## config.mk

```make
export PLATFORM = sky130hd
export DESIGN_NAME = plcc_regs
export DESIGN_NICKNAME = d
export VERILOG_FILES = /design/src/hw/plcc_pkg.sv /design/src/hw/plcc_strap.sv /design/src/hw/plcc_bit.sv /design/src/hw/plcc_regs.sv
export SDC_FILE = /design/constraint.sdc
export NUM_CORES = 1
export LEC_CHECK = 0
export BUFFER_PORTS_ARGS = -buffer_cell sky130_fd_sc_hd__buf_2
export CORE_MARGIN = 3
export CORE_UTILIZATION = 39
export CTS_CLUSTER_SIZE = 40
export DETAILED_ROUTE_END_ITERATION = 10
export GPL_TIMING_DRIVEN = 0
export PLACE_DENSITY = 0.83
export RECOVER_POWER = 25
export SLEW_MARGIN = 20
export SYNTH_ARGS = -nofsm -noshare
export SYNTH_HDL_FRONTEND = slang
export SYNTH_HIERARCHICAL = 1
export SYNTH_SLANG_ARGS = --single-unit
export TNS_END_PERCENT = 10
```

## constraint.sdc

```tcl
create_clock -name clk -period 2.11 [get_ports clk]
set_input_delay 0.5275 -clock clk [delete_from_list [all_inputs] [get_ports clk]]
set_output_delay 0.5275 -clock clk [all_outputs]
set_load 0.01 [all_outputs]
```

## src/hw/plcc_pkg.sv

```systemverilog
// constants for the link capability and link control register bank
package plcc_pkg;
  localparam logic [7:0] LINK_CAP_OFS = 8'hbc;
  localparam logic [7:0] LINK_CTL_OFS = 8'hc0;
  // link capability fields
  localparam logic [3:0] SPEED_2G5 = 4'h1;
  localparam logic [5:0] WIDTH_X1 = 6'h01;
  localparam logic [1:0] ASPM_SUP_BOTH = 2'h3;
  localparam logic [2:0] L0S_EXIT_LAT = 3'h3;
  localparam logic [2:0] L1_EXIT_OFF = 3'h0;
  localparam logic [2:0] L1_EXIT_ON = 3'h6;
  localparam logic [7:0] PORT_NUM = 8'h00;
  // link control bit positions
  localparam int ASPM_LO = 0;
  localparam int RCB_BIT = 3;
  localparam int CCC_BIT = 6;
  localparam int ESYNC_BIT = 7;
  localparam int CPM_EN_BIT = 8;
  // strap pins that must both be low to turn on clock power management
  localparam logic [1:0] STRAP_ON = 2'h0;
  localparam logic [1:0] ASPM_CTL_RST = 2'h0;
endpackage

```

## src/hw/plcc_strap.sv

```systemverilog
// strap catcher for the clock power management enable
`timescale 1ns/1ps
module plcc_strap (
  input wire logic clk,
  input wire logic sys_rst,
  input wire logic [1:0] strap_pins,
  output logic cpm_on
);
  logic armed_reg;
  logic cpm_reg;

  // the strap is caught on the first clock after reset release, never under reset
  always_ff @(posedge clk or posedge sys_rst)
  begin
    if (sys_rst)
    begin
      armed_reg <= 1'b1;
      cpm_reg <= 1'b0;
    end
    else if (armed_reg)
    begin
      armed_reg <= 1'b0;
      cpm_reg <= (strap_pins == plcc_pkg::STRAP_ON);
    end
  end

  assign cpm_on = cpm_reg;

  a_strap_once: assert property (@(posedge clk) disable iff (sys_rst)
    !armed_reg |=> $stable(cpm_reg))
    else $error("strap value changed after capture");
endmodule

```

## src/hw/plcc_bit.sv

```systemverilog
// one read-write storage bit with an optional write gate
`timescale 1ns/1ps
module plcc_bit #(
  parameter logic RST_VAL = 1'b0
) (
  input wire logic clk,
  input wire logic sys_rst,
  input wire logic wr_en,
  input wire logic wr_val,
  output logic q
);
  logic bit_reg;

  // storage updates only when the decoded write hits this bit
  always_ff @(posedge clk or posedge sys_rst)
  begin
    if (sys_rst)
      bit_reg <= RST_VAL;
    else if (wr_en)
      bit_reg <= wr_val;
  end

  assign q = bit_reg;
endmodule

```

## src/hw/plcc_regs.sv

```systemverilog
// link capability and link control register bank
// Function
// - speed field 3:0 reads 0001, 2.5 Gb/s
// - width field 9:4 one-hot, reads x1
// - ASPM support 11:10 reads 11
// - L1 exit latency 0h or 6h
// - clock PM capable bit follows strap
// - strap enables when both pins low
// - ASPM control 1:0 writable, reset 00
// - completion boundary bit 3 reads zero
// - clock PM enable writable only if strapped
//
// The address-and-strobe port was decided locally.
`timescale 1ns/1ps
module plcc_regs #(
  parameter logic [5:0] MAX_WIDTH = plcc_pkg::WIDTH_X1
) (
  input wire logic clk,
  input wire logic sys_rst,
  input wire logic [1:0] strap_pins,
  input wire logic [7:0] addr,
  input wire logic [31:0] wdata,
  input wire logic wr,
  input wire logic rd,
  output logic [31:0] rdata,
  output logic [1:0] aspm_ctl,
  output logic common_clk,
  output logic ext_sync,
  output logic cpm_enable,
  output logic cpm_capable
);
  logic cpm_on;
  logic [1:0] aspm_reg;
  logic ccc_q;
  logic esync_q;
  logic cpm_en_q;
  logic [31:0] rdata_reg;
  logic [1:0] aspm_o_reg;
  logic ccc_o_reg;
  logic esync_o_reg;
  logic cpm_en_o_reg;
  logic cap_o_reg;

  plcc_strap u_strap (
    .clk(clk),
    .sys_rst(sys_rst),
    .strap_pins(strap_pins),
    .cpm_on(cpm_on)
  );

  // address decode
  wire hit_cap = (addr == plcc_pkg::LINK_CAP_OFS);
  wire hit_ctl = (addr == plcc_pkg::LINK_CTL_OFS);
  wire wr_ctl = wr && hit_ctl;
  wire cpm_wr = wr_ctl && cpm_on;

  // capability word, built from constants and the strap only
  wire [2:0] l1_lat = cpm_on ? plcc_pkg::L1_EXIT_ON : plcc_pkg::L1_EXIT_OFF;
  wire [31:0] cap_word = {plcc_pkg::PORT_NUM, 3'h0, 1'b0, 1'b0,
                          cpm_on,
                          l1_lat,
                          plcc_pkg::L0S_EXIT_LAT,
                          plcc_pkg::ASPM_SUP_BOTH,
                          MAX_WIDTH,
                          plcc_pkg::SPEED_2G5};
  // control word: bits 2,4,5 and 15:9 tie to zero, bit 3 too
  wire [31:0] ctl_word = {16'h0000, 7'h00, cpm_en_q, esync_q, ccc_q, 2'h0,
                          1'b0,
                          1'b0, aspm_reg};
  wire [31:0] rd_mux = hit_cap ? cap_word : (hit_ctl ? ctl_word : 32'h00000000);

  // ASPM control field; only two bits stored, other bits of the write dropped
  always_ff @(posedge clk or posedge sys_rst)
  begin
    if (sys_rst)
      aspm_reg <= plcc_pkg::ASPM_CTL_RST;
    else if (wr_ctl)
      aspm_reg <= wdata[plcc_pkg::ASPM_LO +: 2];
  end

  plcc_bit u_ccc (
    .clk(clk),
    .sys_rst(sys_rst),
    .wr_en(wr_ctl),
    .wr_val(wdata[plcc_pkg::CCC_BIT]),
    .q(ccc_q)
  );

  plcc_bit u_esync (
    .clk(clk),
    .sys_rst(sys_rst),
    .wr_en(wr_ctl),
    .wr_val(wdata[plcc_pkg::ESYNC_BIT]),
    .q(esync_q)
  );

  // write gated by the strap: read-only when clock PM is off
  plcc_bit u_cpm (
    .clk(clk),
    .sys_rst(sys_rst),
    .wr_en(cpm_wr),
    .wr_val(wdata[plcc_pkg::CPM_EN_BIT]),
    .q(cpm_en_q)
  );

  // read data one cycle after the strobe, zero otherwise; outputs registered
  always_ff @(posedge clk or posedge sys_rst)
  begin
    if (sys_rst)
    begin
      rdata_reg <= 32'h00000000;
      aspm_o_reg <= 2'h0;
      ccc_o_reg <= 1'b0;
      esync_o_reg <= 1'b0;
      cpm_en_o_reg <= 1'b0;
      cap_o_reg <= 1'b0;
    end
    else
    begin
      rdata_reg <= rd ? rd_mux : 32'h00000000;
      aspm_o_reg <= aspm_reg;
      ccc_o_reg <= ccc_q;
      esync_o_reg <= esync_q;
      cpm_en_o_reg <= cpm_en_q;
      cap_o_reg <= cpm_on;
    end
  end

  assign rdata = rdata_reg;
  assign aspm_ctl = aspm_o_reg;
  assign common_clk = ccc_o_reg;
  assign ext_sync = esync_o_reg;
  assign cpm_enable = cpm_en_o_reg;
  assign cpm_capable = cap_o_reg;

  // checks: read checks look one cycle past the strobe, where the
  // registered read data stand; a read in the capture cycle right after
  // reset would still see the strap as off, its reset value, so software waits one more edge

  // capability word, one field at a time
  // speed code is fixed at the single supported rate
  a_speed_code: assert property (@(posedge clk) disable iff (sys_rst)
    rd && hit_cap |=> rdata[3:0] == plcc_pkg::SPEED_2G5)
    else $error("link speed code wrong");

  // width code must be a legal one-hot pattern
  a_width_code: assert property (@(posedge clk) disable iff (sys_rst)
    rd && hit_cap |=> $onehot(rdata[9:4]))
    else $error("width field not one-hot");

  // width code must be the configured maximum
  a_width_value: assert property (@(posedge clk) disable iff (sys_rst)
    rd && hit_cap |=> rdata[9:4] == MAX_WIDTH)
    else $error("width field not the configured maximum");

  // both low power states are always advertised
  a_aspm_support: assert property (@(posedge clk) disable iff (sys_rst)
    rd && hit_cap |=> rdata[11:10] == plcc_pkg::ASPM_SUP_BOTH)
    else $error("ASPM support not 11");

  // latency follows the strap whichever way it went
  a_l1_latency: assert property (@(posedge clk) disable iff (sys_rst)
    rd && hit_cap |=> rdata[17:15] == (cpm_on ? plcc_pkg::L1_EXIT_ON : plcc_pkg::L1_EXIT_OFF))
    else $error("L1 exit latency mismatch");

  // strap off: latency must read as zero
  a_l1_off: assert property (@(posedge clk) disable iff (sys_rst)
    rd && hit_cap && !cpm_on |=> rdata[17:15] == plcc_pkg::L1_EXIT_OFF)
    else $error("L1 exit latency not zero with strap off");

  // strap on: latency must read as the enabled value
  a_l1_on: assert property (@(posedge clk) disable iff (sys_rst)
    rd && hit_cap && cpm_on |=> rdata[17:15] == plcc_pkg::L1_EXIT_ON)
    else $error("L1 exit latency wrong with strap on");

  // capable bit in the word tracks the caught strap
  a_cpm_capable: assert property (@(posedge clk) disable iff (sys_rst)
    rd && hit_cap |=> rdata[18] == cpm_on)
    else $error("clock PM capable mismatch");

  // capable pin is the strap result one register later
  a_cap_mirror: assert property (@(posedge clk) disable iff (sys_rst)
    cpm_capable == $past(cpm_on))
    else $error("clock PM capable pin does not follow strap");

  // upper capability bits: reserved and port number read zero
  a_cap_resv: assert property (@(posedge clk) disable iff (sys_rst)
    rd && hit_cap |=> rdata[31:19] == 13'h0000)
    else $error("reserved capability bits nonzero");

  // control word storage and read back
  // a control write lands in the two stored bits
  a_aspm_write: assert property (@(posedge clk) disable iff (sys_rst)
    wr_ctl |=> aspm_reg == $past(wdata[1:0]))
    else $error("ASPM control write lost");

  // without a control write the field must not drift
  a_aspm_hold: assert property (@(posedge clk) disable iff (sys_rst)
    !wr_ctl |=> $stable(aspm_reg))
    else $error("ASPM control changed without a write");

  // under reset the field sits at its reset code
  a_aspm_reset: assert property (@(posedge clk)
    sys_rst |-> aspm_reg == plcc_pkg::ASPM_CTL_RST)
    else $error("ASPM control not at reset value");

  // completion boundary is never supported
  a_rcb_zero: assert property (@(posedge clk) disable iff (sys_rst)
    rd && hit_ctl |=> rdata[plcc_pkg::RCB_BIT] == 1'b0)
    else $error("completion boundary bit set");

  // even right after a write of ones it must read zero
  a_rcb_write: assert property (@(posedge clk) disable iff (sys_rst)
    wr_ctl ##1 (rd && hit_ctl) |=> rdata[plcc_pkg::RCB_BIT] == 1'b0)
    else $error("completion boundary bit took a write");

  // without the strap the enable bit can never rise
  a_cpm_locked: assert property (@(posedge clk) disable iff (sys_rst)
    !cpm_on |=> !cpm_en_q)
    else $error("clock PM enable set while not strapped");

  // with the strap a control write lands in the enable bit
  a_cpm_write: assert property (@(posedge clk) disable iff (sys_rst)
    cpm_wr |=> cpm_en_q == $past(wdata[plcc_pkg::CPM_EN_BIT]))
    else $error("clock PM enable write lost");

  // no gated write, no change
  a_cpm_hold: assert property (@(posedge clk) disable iff (sys_rst)
    !cpm_wr |=> $stable(cpm_en_q))
    else $error("clock PM enable changed without a write");

  // reserved control bits read zero
  a_resv_zero: assert property (@(posedge clk) disable iff (sys_rst)
    rd && hit_ctl |=> rdata[31:9] == 23'h0 && rdata[5:4] == 2'h0 && !rdata[2])
    else $error("reserved control bits nonzero");

  // control is a 16-bit register, the upper half reads zero
  a_ctl_upper: assert property (@(posedge clk) disable iff (sys_rst)
    rd && hit_ctl |=> rdata[31:16] == 16'h0000)
    else $error("upper half of control word nonzero");

  // unmapped addresses read as zero
  a_unmapped_zero: assert property (@(posedge clk) disable iff (sys_rst)
    rd && !hit_cap && !hit_ctl |=> rdata == 32'h00000000)
    else $error("unmapped read returned data");

  // read data stand for one cycle only, zero otherwise
  a_idle_zero: assert property (@(posedge clk) disable iff (sys_rst)
    !rd |=> rdata == 32'h00000000)
    else $error("read data present without a read");

  // a write to the capability word leaves all storage alone
  a_cap_nowrite: assert property (@(posedge clk) disable iff (sys_rst)
    wr && hit_cap |=> $stable(aspm_reg) && $stable(ccc_q) && $stable(esync_q) && $stable(cpm_en_q))
    else $error("capability write changed storage");

  // stored common clock bit survives an idle cycle
  a_ccc_store: assert property (@(posedge clk) disable iff (sys_rst)
    wr_ctl ##1 !wr_ctl |=> ccc_q == $past(wdata[plcc_pkg::CCC_BIT], 2))
    else $error("common clock bit not stored");

  // common clock bit takes the written value
  a_ccc_write: assert property (@(posedge clk) disable iff (sys_rst)
    wr_ctl |=> ccc_q == $past(wdata[plcc_pkg::CCC_BIT]))
    else $error("common clock write lost");

  // extended sync bit takes the written value
  a_esync_write: assert property (@(posedge clk) disable iff (sys_rst)
    wr_ctl |=> esync_q == $past(wdata[plcc_pkg::ESYNC_BIT]))
    else $error("extended sync write lost");

  // extended sync bit holds without a write
  a_esync_hold: assert property (@(posedge clk) disable iff (sys_rst)
    !wr_ctl |=> $stable(esync_q))
    else $error("extended sync changed without a write");

  // both plain storage bits are clear under reset
  a_ccc_reset: assert property (@(posedge clk)
    sys_rst |-> !ccc_q && !esync_q)
    else $error("storage bits not clear under reset");

  // output pins: registered copies, one cycle behind storage
  // ASPM control pins follow the stored field
  a_mirror_aspm: assert property (@(posedge clk) disable iff (sys_rst)
    aspm_ctl == $past(aspm_reg))
    else $error("ASPM control pins do not follow storage");

  // the three single-bit control pins follow their storage
  a_mirror_bits: assert property (@(posedge clk) disable iff (sys_rst)
    {cpm_enable, ext_sync, common_clk} == $past({cpm_en_q, esync_q, ccc_q}))
    else $error("control bit pins do not follow storage");

  // main scenarios the bench should reach
  // capability word read
  c_cap_read: cover property (@(posedge clk) disable iff (sys_rst) rd && hit_cap);

  // clock PM enable set through the strap gate
  c_cpm_write: cover property (@(posedge clk) disable iff (sys_rst) cpm_wr && wdata[8]);

  // both low power states enabled
  c_aspm_both: cover property (@(posedge clk) disable iff (sys_rst) aspm_reg == 2'h3);

  // control word read
  c_ctl_read: cover property (@(posedge clk) disable iff (sys_rst) rd && hit_ctl);

  // write to an unmapped address
  c_unmapped_write: cover property (@(posedge clk) disable iff (sys_rst) wr && !hit_cap && !hit_ctl);

endmodule

```

==> flow_metrics.py, run 1 <==
metrics = {
    "routing": {
        "drt_wl_total_mm": 1.66,
        "first_pass_iters": 2,
        "remaining_drc_errors": 0,
        "via_per_inst": 4.02,
        "antenna_left": 0,
        "vias": 655,
        "first_iter_violations": 3,
        "routedWlPerCell_um": 10.2,
    },
    "cts": {
        "cts_tree": "built",
        "cts_resized": 0,
        "numCtsBuffers": 3,
        "clkSlewWorstSetupHoldPaths_ps": 100,
        "clockBufferDepth": 2,
        "clock-sinks": 20,
        "clk_latency_ps": 290,
        "cts_root_buffer": "clkbuf_4",
        "cts_hold_buf": 0,
        "h-tree-depth": 1,
        "post_cts_buffers": 0,
    },
    "sta": {
        "maxSlewViolCount": 0,
        "finalHoldViolations": 0,
        "setup_viol": 0,
        "finalClockSkew_ps": 3.01,
        "fin_crit_sh": 0.806,
        "fin_setup_tns_ps": 0,
        "relSlewSlack": 0.634,
        "finalCriticalPeriod_ps": 1700,
        "rsz0062_at_grt": "no",
        "worst_pin_slew_ps": 549,
        "fmax_mhz": 588,
    },
    "die": {
        "die-area_um2": 3020,
        "initial_core_util": 0.418,
        "rows": 17,
        "core-area_um2": 2230,
        "fp.dieH_um": 54.9,
        "io_pins": 84,
        "fp.dieW_um": 54.9,
    },
    "flow_run": {
        "cap_violations": 0,
    },
    "yosys": {
        "synth-edff-count": 0,
        "yosysTopAreaCellShare": 0.509,
        "netlist_area_um2": 933,
        "yosys_warnings": 6,
        "synth_seq_cells": 20,
        "yosys.area.top_type": "dfrtp_1",
        "syn_inst": 76,
        "synthFlopType": "dfrtp_1",
        "synth.avg_cell_area_um2": 12.3,
        "ys_seq_area_frac": 0.538,
        "synth_cell_types": 18,
        "synthArstFlopShare": 1.00,
        "synth.area.top_cells": "dfrtp_1, buf_4, mux2_4",
    },
    "place": {
        "numPortBuffers": 37,
        "dpl-instance-area_um2": 1220,
        "gp_congestion": 0.721,
        "hpwlAfterDp_mm": 1.44,
    },
    "setup_path": {
        "cpMaxStageDelayCell": "or4b_4",
        "cp_max_fo": 4,
        "critPathArrivalTime_ps": 1880,
        "worst_ep_required_time_ps": 2290,
        "crit_path_cell_trace": "buf_2, or4b_4, nor4_1, mux2_4",
        "end_kind": "flop",
        "cp_slowest_stage_delay_ps": 570,
        "cp-start-kind": "input pin",
        "cp.buffers_inverters": 1,
        "cp_top_family": "simple AND/OR/NAND/NOR gates",
        "criticalPathCategory": "in -> reg",
    },
    "min_path": {
        "hp-class": "in -> async",
    },
    "finish": {
        "layout-drive-gt1-share": 0.548,
        "layout_commonest_cell": "buf_2",
        "num_antenna_cells": 0,
        "final_cell_area_um2": 1250,
        "nets": 182,
        "syn2layout_area_growth_pct": 33.5,
        "final_cell_mix": "buf_2, buf_4, conb_1",
        "largest_reg_flops": 7,
    },
    "global_routing": {
        "grt_pass1_vias": 604,
        "grt_max_degree": 16,
        "grt_pass1_wl_mm": 2.44,
        "antenna_found_initial": 0,
        "grt-ovfl-total": 0,
        "globalRouteTotalUtil": 0.114,
    },
    "power_and_ir_drop": {
        "peakVddDrop_mv": 0.197,
        "leakage_uw": 0.000762,
        "power_density_nw_per_um2": 541,
    },
    "outcome": {
        "status": "completed",
    },
}
==> worst paths after layout <==
kind	startpoint	endpoint	slack, ps	cells after the start
min reg2reg	aspm_reg[0]	aspm_ctl[0]	400	0
min	sys_rst	u_esync/q	120	2
max reg2reg	u_strap/cpm_on	u_cpm/q	880	3
min in group clk	aspm_reg[0]	aspm_ctl[0]	400	0
max	addr[4]	u_cpm/q	410	4
max in group asynchronous	sys_rst	cpm_enable	1410	2
==> kinds of logic after synthesis <==
family                 after synthesis  synth area share
buffers and inverters               31             0.225
DFF                                 20             0.538
AOI/OAI and AO/OA                    1           0.00939
muxes                                6            0.0885
and+or+nand+nor                     16             0.131
other                                2           0.00805
==> per-stage QoR <==
stage / cells / worst slack, ps / power [uW] / hold slack [ps] / util
after floorplan: 94 / 273 / 474 / 256 / -
after global placement: 159 / 107 / 501 / 373 / 0.547
after detailed placement: 159 / 94.4 / 505 / 379 / 0.547
after CTS: 163 / 412 / 682 / 85.2 / 0.559
after global routing: 163 / 372 / 710 / 116 / 0.558
final: 163 / 409 / 674 / 121 / 0.558
==> final cells by class <==
cell class,instances,area (um^2)
plain buffers,25,188
clock buffers,4,26.3
fillers,194,987
inverters,6,22.5
multi-input cells,43,289
flip-flops and latches,20,502
well taps,28,35.0
repair buffers,37,184
==> cells in the mapped netlist, types with 2 or more instances <==
library cell	count
inv_1	6
nor3_1	2
conb_1	2
buf_4	25
and2_1	4
dfrtp_1	19
mux2_4	4
nand4bb_1	2
mux2_2	2
nor2_1	2
==> metal layers <==
metal	wire length (um)	track usage
met5	0	0
met4	43	0.0526
met3	178	0.0214
met2	952	0.232
met1	482	0.105
==> report_power, final <==
group	switching, uW	internal, uW
Combinational	46.6	49.4
Clock	103	73.5
Sequential	5.69	396
Total	155	519
No activity file was read; power rests on OpenSTA's default activity.
==> run 2: changes to the inputs <==
--- a/config.mk
+++ b/config.mk
@@ -7,11 +7,11 @@
 export LEC_CHECK = 0
 export BUFFER_PORTS_ARGS = -buffer_cell sky130_fd_sc_hd__buf_2
 export CORE_MARGIN = 3
-export CORE_UTILIZATION = 39
+export CORE_UTILIZATION = 36
 export CTS_CLUSTER_SIZE = 40
 export DETAILED_ROUTE_END_ITERATION = 10
 export GPL_TIMING_DRIVEN = 0
-export PLACE_DENSITY = 0.83
+export PLACE_DENSITY = 0.78
 export RECOVER_POWER = 25
 export SLEW_MARGIN = 20
 export SYNTH_ARGS = -nofsm -noshare
==> constraint.sdc (replaced) <==
create_clock -name clk -period 1.75 [get_ports clk]
set_input_delay 0.4375 -clock clk [delete_from_list [all_inputs] [get_ports clk]]
set_output_delay 0.4375 -clock clk [all_outputs]
set_load 0.01 [all_outputs]
==> flow_metrics.py, run 2 (synthesis results as in run 1) <==
metrics = {
    "outcome": {
        "status": "completed",
    },
    "global_routing": {
        "globalRouteTotalUtil": 0.113,
        "grt_pass1_wl_mm": 2.87,
        "grt_pass1_vias": 678,
        "grt-ovfl-total": 0,
        "antenna_found_initial": 0,
        "grt_max_degree": 16,
    },
    "cts": {
        "post_cts_buffers": 0,
        "clock-sinks": 20,
        "cts_root_buffer": "clkbuf_4",
        "clockBufferDepth": 2,
        "clkSlewWorstSetupHoldPaths_ps": 110,
        "numCtsBuffers": 3,
        "h-tree-depth": 1,
        "clk_latency_ps": 300,
        "cts_tree": "built",
    },
    "power_and_ir_drop": {
        "power_uw": 971,
        "leakage_uw": 0.000776,
        "peakVddDrop_mv": 0.528,
        "power_density_nw_per_um2": 759,
    },
    "sta": {
        "fin_crit_sh": 0.907,
        "finalCriticalPeriod_ps": 1590,
        "setup_viol": 0,
        "maxSlewViolCount": 0,
        "finalHoldViolations": 0,
        "fin_setup_tns_ps": 0,
        "rsz0062_at_grt": "no",
        "finalClockSkew_ps": 3.17,
        "fmax_mhz": 630,
        "relSlewSlack": 0.645,
        "worst_pin_slew_ps": 533,
    },
    "finish": {
        "final_util": 0.547,
        "fin_cells": 164,
        "num_antenna_cells": 0,
        "final_cell_mix": "buf_2, buf_4, conb_1",
        "syn2layout_area_growth_pct": 37.0,
        "largest_reg_flops": 7,
        "layout_commonest_cell": "buf_2",
        "layout-drive-gt1-share": 0.544,
        "nets": 183,
    },
    "routing": {
        "routedWlPerCell_um": 10.8,
        "vias": 655,
        "first_pass_iters": 4,
        "via_per_inst": 3.99,
        "remaining_drc_errors": 0,
        "drt_wl_total_mm": 1.77,
        "first_iter_violations": 4,
        "antenna_left": 0,
    },
    "setup_path": {
        "cpMaxStageDelayCell": "or4b_4",
        "criticalPathCategory": "in -> reg",
        "critPathArrivalTime_ps": 1780,
        "timing.rr.start": "u_strap/cpm_on",
        "cp_top_family": "simple AND/OR/NAND/NOR gates",
        "crit_path_cell_trace": "buf_2, or4b_4, nor3_4, mux2_2",
        "r2r_slack_ps": 530,
        "worst_ep_required_time_ps": 1940,
        "critPathLaunch": "addr[4]",
        "cp_slowest_stage_delay_ps": 570,
        "cp_max_fo": 4,
        "end_kind": "flop",
        "cp.buffers_inverters": 1,
        "cp-start-kind": "input pin",
    },
    "die": {
        "fp.dieH_um": 56.9,
        "rows": 17,
        "core-area_um2": 2340,
        "fp.dieW_um": 56.9,
        "die-area_um2": 3240,
        "initial_core_util": 0.399,
        "io_pins": 84,
    },
    "min_path": {
        "hold_path_startpoint": "wdata[1]",
        "hp-class": "in -> reg",
    },
    "place": {
        "numPortBuffers": 37,
        "gp_congestion": 0.727,
        "place_inst": 159,
    },
    "flow_run": {
        "cap_violations": 0,
    },
}
-- run 2: final timing paths --
check,cells after the start,end
min,2,aspm_reg[1]
min in group asynchronous,3,u_ccc/q
max reg2reg,3,u_cpm/q
max,4,aspm_reg[0]
max in group asynchronous,3,rdata[17]
min reg2reg,0,aspm_ctl[1]
-- run 2: per-stage QoR --
stage                     setup WS [ps]  cell area [um^2]  hold slack, ps
after floorplan                    2.89              1000             166
after global routing                110              1280             367
final                               162              1280             364
after global placement             -165              1220             312
after detailed placement           -171              1220             314
after CTS                           148              1280             366
-- run 2: metal layers --
| layer | wire [um] | track usage | part of all wire | vias to the layer above |
|---|---|---|---|---|
| met2 | 1020 | 0.222 | 0.58 | 36 |
| met5 | 0 | 0 | 0 | - |
| met3 | 192 | 0.0345 | 0.11 | 4 |
| li1 | - | - | - | 319 |
| met4 | 24 | 0.0397 | 0.014 | 0 |
| met1 | 529 | 0.108 | 0.30 | 296 |
-- run 2: area by class of cell --
cell class,count,area [um^2]
Tap cell,28,35.0
Inverter,6,22.5
Clock inverter,1,30.0
Sequential cell,20,502
Fill cell,218,1060
Timing Repair Buffer,38,194
Clock buffer,3,22.5
Buffer,25,188
Multi-Input combinational cell,43,285
-- run 2: what timing repair did --
item                                   CTS  global route
endpoints found under the hold margin    3             0
hold buffers                             1             0
resized for setup                        0             0
-- run 2: report_power, final --
part	internal, uW	total [uW]	leakage, uW	switching (uW)
Sequential	477	484	0.000272	6.81
Clock	231	370	0.0000279	138
Combinational	59.3	116	0.000476	57.0
Total	768	971	0.000776	202
==> run 3: changes to the inputs <==
--- a/config.mk
+++ b/config.mk
@@ -5,13 +5,13 @@
 export SDC_FILE = /design/constraint.sdc
 export NUM_CORES = 1
 export LEC_CHECK = 0
-export BUFFER_PORTS_ARGS = -buffer_cell sky130_fd_sc_hd__buf_2
+export BUFFER_PORTS_ARGS = -buffer_cell sky130_fd_sc_hd__buf_4
 export CORE_MARGIN = 3
 export CORE_UTILIZATION = 36
 export CTS_CLUSTER_SIZE = 40
 export DETAILED_ROUTE_END_ITERATION = 10
 export GPL_TIMING_DRIVEN = 0
-export PLACE_DENSITY = 0.78
+export PLACE_DENSITY = 0.81
 export RECOVER_POWER = 25
 export SLEW_MARGIN = 20
 export SYNTH_ARGS = -nofsm -noshare
==> flow_metrics.py, run 3 (synthesis results as in run 1) <==
metrics = {
    "cts": {
        "cts_tree": "built",
        "h-tree-depth": 1,
        "post_cts_buffers": 0,
        "clock-sinks": 20,
        "cts_resized": 0,
        "clkSlewWorstSetupHoldPaths_ps": 110,
        "clk_latency_ps": 290,
        "clockBufferDepth": 2,
        "numCtsBuffers": 3,
        "cts_root_buffer": "clkbuf_4",
    },
    "place": {
        "gp_congestion": 0.723,
        "numPortBuffers": 37,
        "hpwlAfterDp_mm": 1.48,
        "dp_slack_ps": -185,
    },
    "sta": {
        "relSlewSlack": 0.641,
        "finalHoldViolations": 0,
        "fmax_mhz": 621,
        "rsz0062_at_grt": "no",
        "worst_slack_ps": 140,
        "fin_crit_sh": 0.920,
        "maxSlewViolCount": 0,
        "finalCriticalPeriod_ps": 1610,
        "finalClockSkew_ps": 4.54,
        "worst_pin_slew_ps": 538,
        "setup_viol": 0,
    },
    "die": {
        "io_pins": 84,
        "fp.dieH_um": 56.9,
        "die-area_um2": 3240,
        "rows": 17,
        "fp.dieW_um": 56.9,
        "initial_core_util": 0.399,
        "core-area_um2": 2340,
    },
    "finish": {
        "num_antenna_cells": 0,
        "layout-drive-gt1-share": 0.544,
        "final_cell_mix": "buf_4, conb_1, dfrtp_1",
        "nets": 183,
        "syn2layout_area_growth_pct": 46.6,
        "layout_commonest_cell": "buf_4",
        "final_util": 0.585,
        "largest_reg_flops": 7,
    },
    "routing": {
        "antenna_left": 0,
        "drt_wl_total_mm": 1.71,
        "first_pass_iters": 3,
        "via_per_inst": 3.88,
        "first_iter_violations": 12,
        "routedWlPerCell_um": 10.4,
        "vias": 636,
        "remaining_drc_errors": 0,
    },
    "global_routing": {
        "grt_pass1_vias": 635,
        "globalRouteTotalUtil": 0.112,
        "antenna_found_initial": 0,
        "grt_max_degree": 16,
        "grt-ovfl-total": 0,
        "grt_pass1_wl_mm": 2.84,
    },
    "setup_path": {
        "worst_ep_required_time_ps": 1930,
        "critPathArrivalTime_ps": 1790,
        "cp-start-kind": "input pin",
        "cp_max_fo": 4,
        "end_kind": "flop",
        "criticalPathCategory": "in -> reg",
    },
    "power_and_ir_drop": {
        "power_uw": 974,
        "leakage_uw": 0.000789,
        "peakVddDrop_mv": 0.579,
        "power_density_nw_per_um2": 712,
    },
    "flow_run": {
        "cap_violations": 0,
    },
    "outcome": {
        "status": "completed",
    },
    "min_path": {
        "hp-class": "in -> reg",
    },
}
## run 3: changes by cell type in the layout (fill, tap and decap cells not counted)
cell and delta:
buf_2 -36, buf_4 +35, clkbuf_4 +1
## run 3: path summary, 6_finish.rpt
check                      slack [ps]           start           to  depth (start not counted)
setup / recovery                  140         addr[4]  aspm_reg[0]                          4
hold / removal                    370        wdata[1]  aspm_reg[1]                          2
setup reg to reg                  520  u_strap/cpm_on      u_cpm/q                          3
hold reg to reg                   400     aspm_reg[1]  aspm_ctl[1]                          0
max in group asynchronous         600         sys_rst  aspm_ctl[0]                          3
min in group asynchronous         580         sys_rst      u_cpm/q                          3
## run 3: per-layer routing
layer / GRT usage / up-vias / routed length, um
met5: 0 / - / 0
met2: 0.212 / 24 / 1050
met4: 0.0497 / 0 / 0
li1: - / 317 / -
met1: 0.118 / 295 / 549
met3: 0.0230 / 0 / 115
## run 3: area by class of cell
cell class	instances	area (um^2)
inverters	6	22.5
plain buffers	25	188
multi-input cells	43	285
well taps	28	35.0
clock inverters	1	30.0
flip-flops and latches	20	502
fillers	197	971
clock buffers	3	22.5
repair buffers	38	284
## run 3: report_power, final
part           switching [uW]  total [uW]  leakage (uW)  internal, uW
Combinational            56.4         130      0.000489          73.4
Clock                     129         360     0.0000279           231
Sequential               7.01         484      0.000272           477
Total                     192         974      0.000789           782
## run 3: metrics by stage
stage | TNS [ps] | std cells | cell area (um^2) | hold slack, ps
after floorplan | 0 | 94 | 1000 | 166
after global placement | -761 | 159 | 1310 | 315
after detailed placement | -915 | 159 | 1310 | 319
after CTS | 0 | 164 | 1380 | 358
after global routing | 0 | 164 | 1370 | 344
final | 0 | 164 | 1370 | 369
## run 3: critical path, cell delays in order
cell	delay (ps)
buf_4	110
or4b_4	570
nor3_4	300
mux2_2	370
## run 3: what timing repair did
action                                 CTS  global route
endpoints found under the hold margin    3             0
hold buffers                             1             0
setup endpoints to repair                0             0
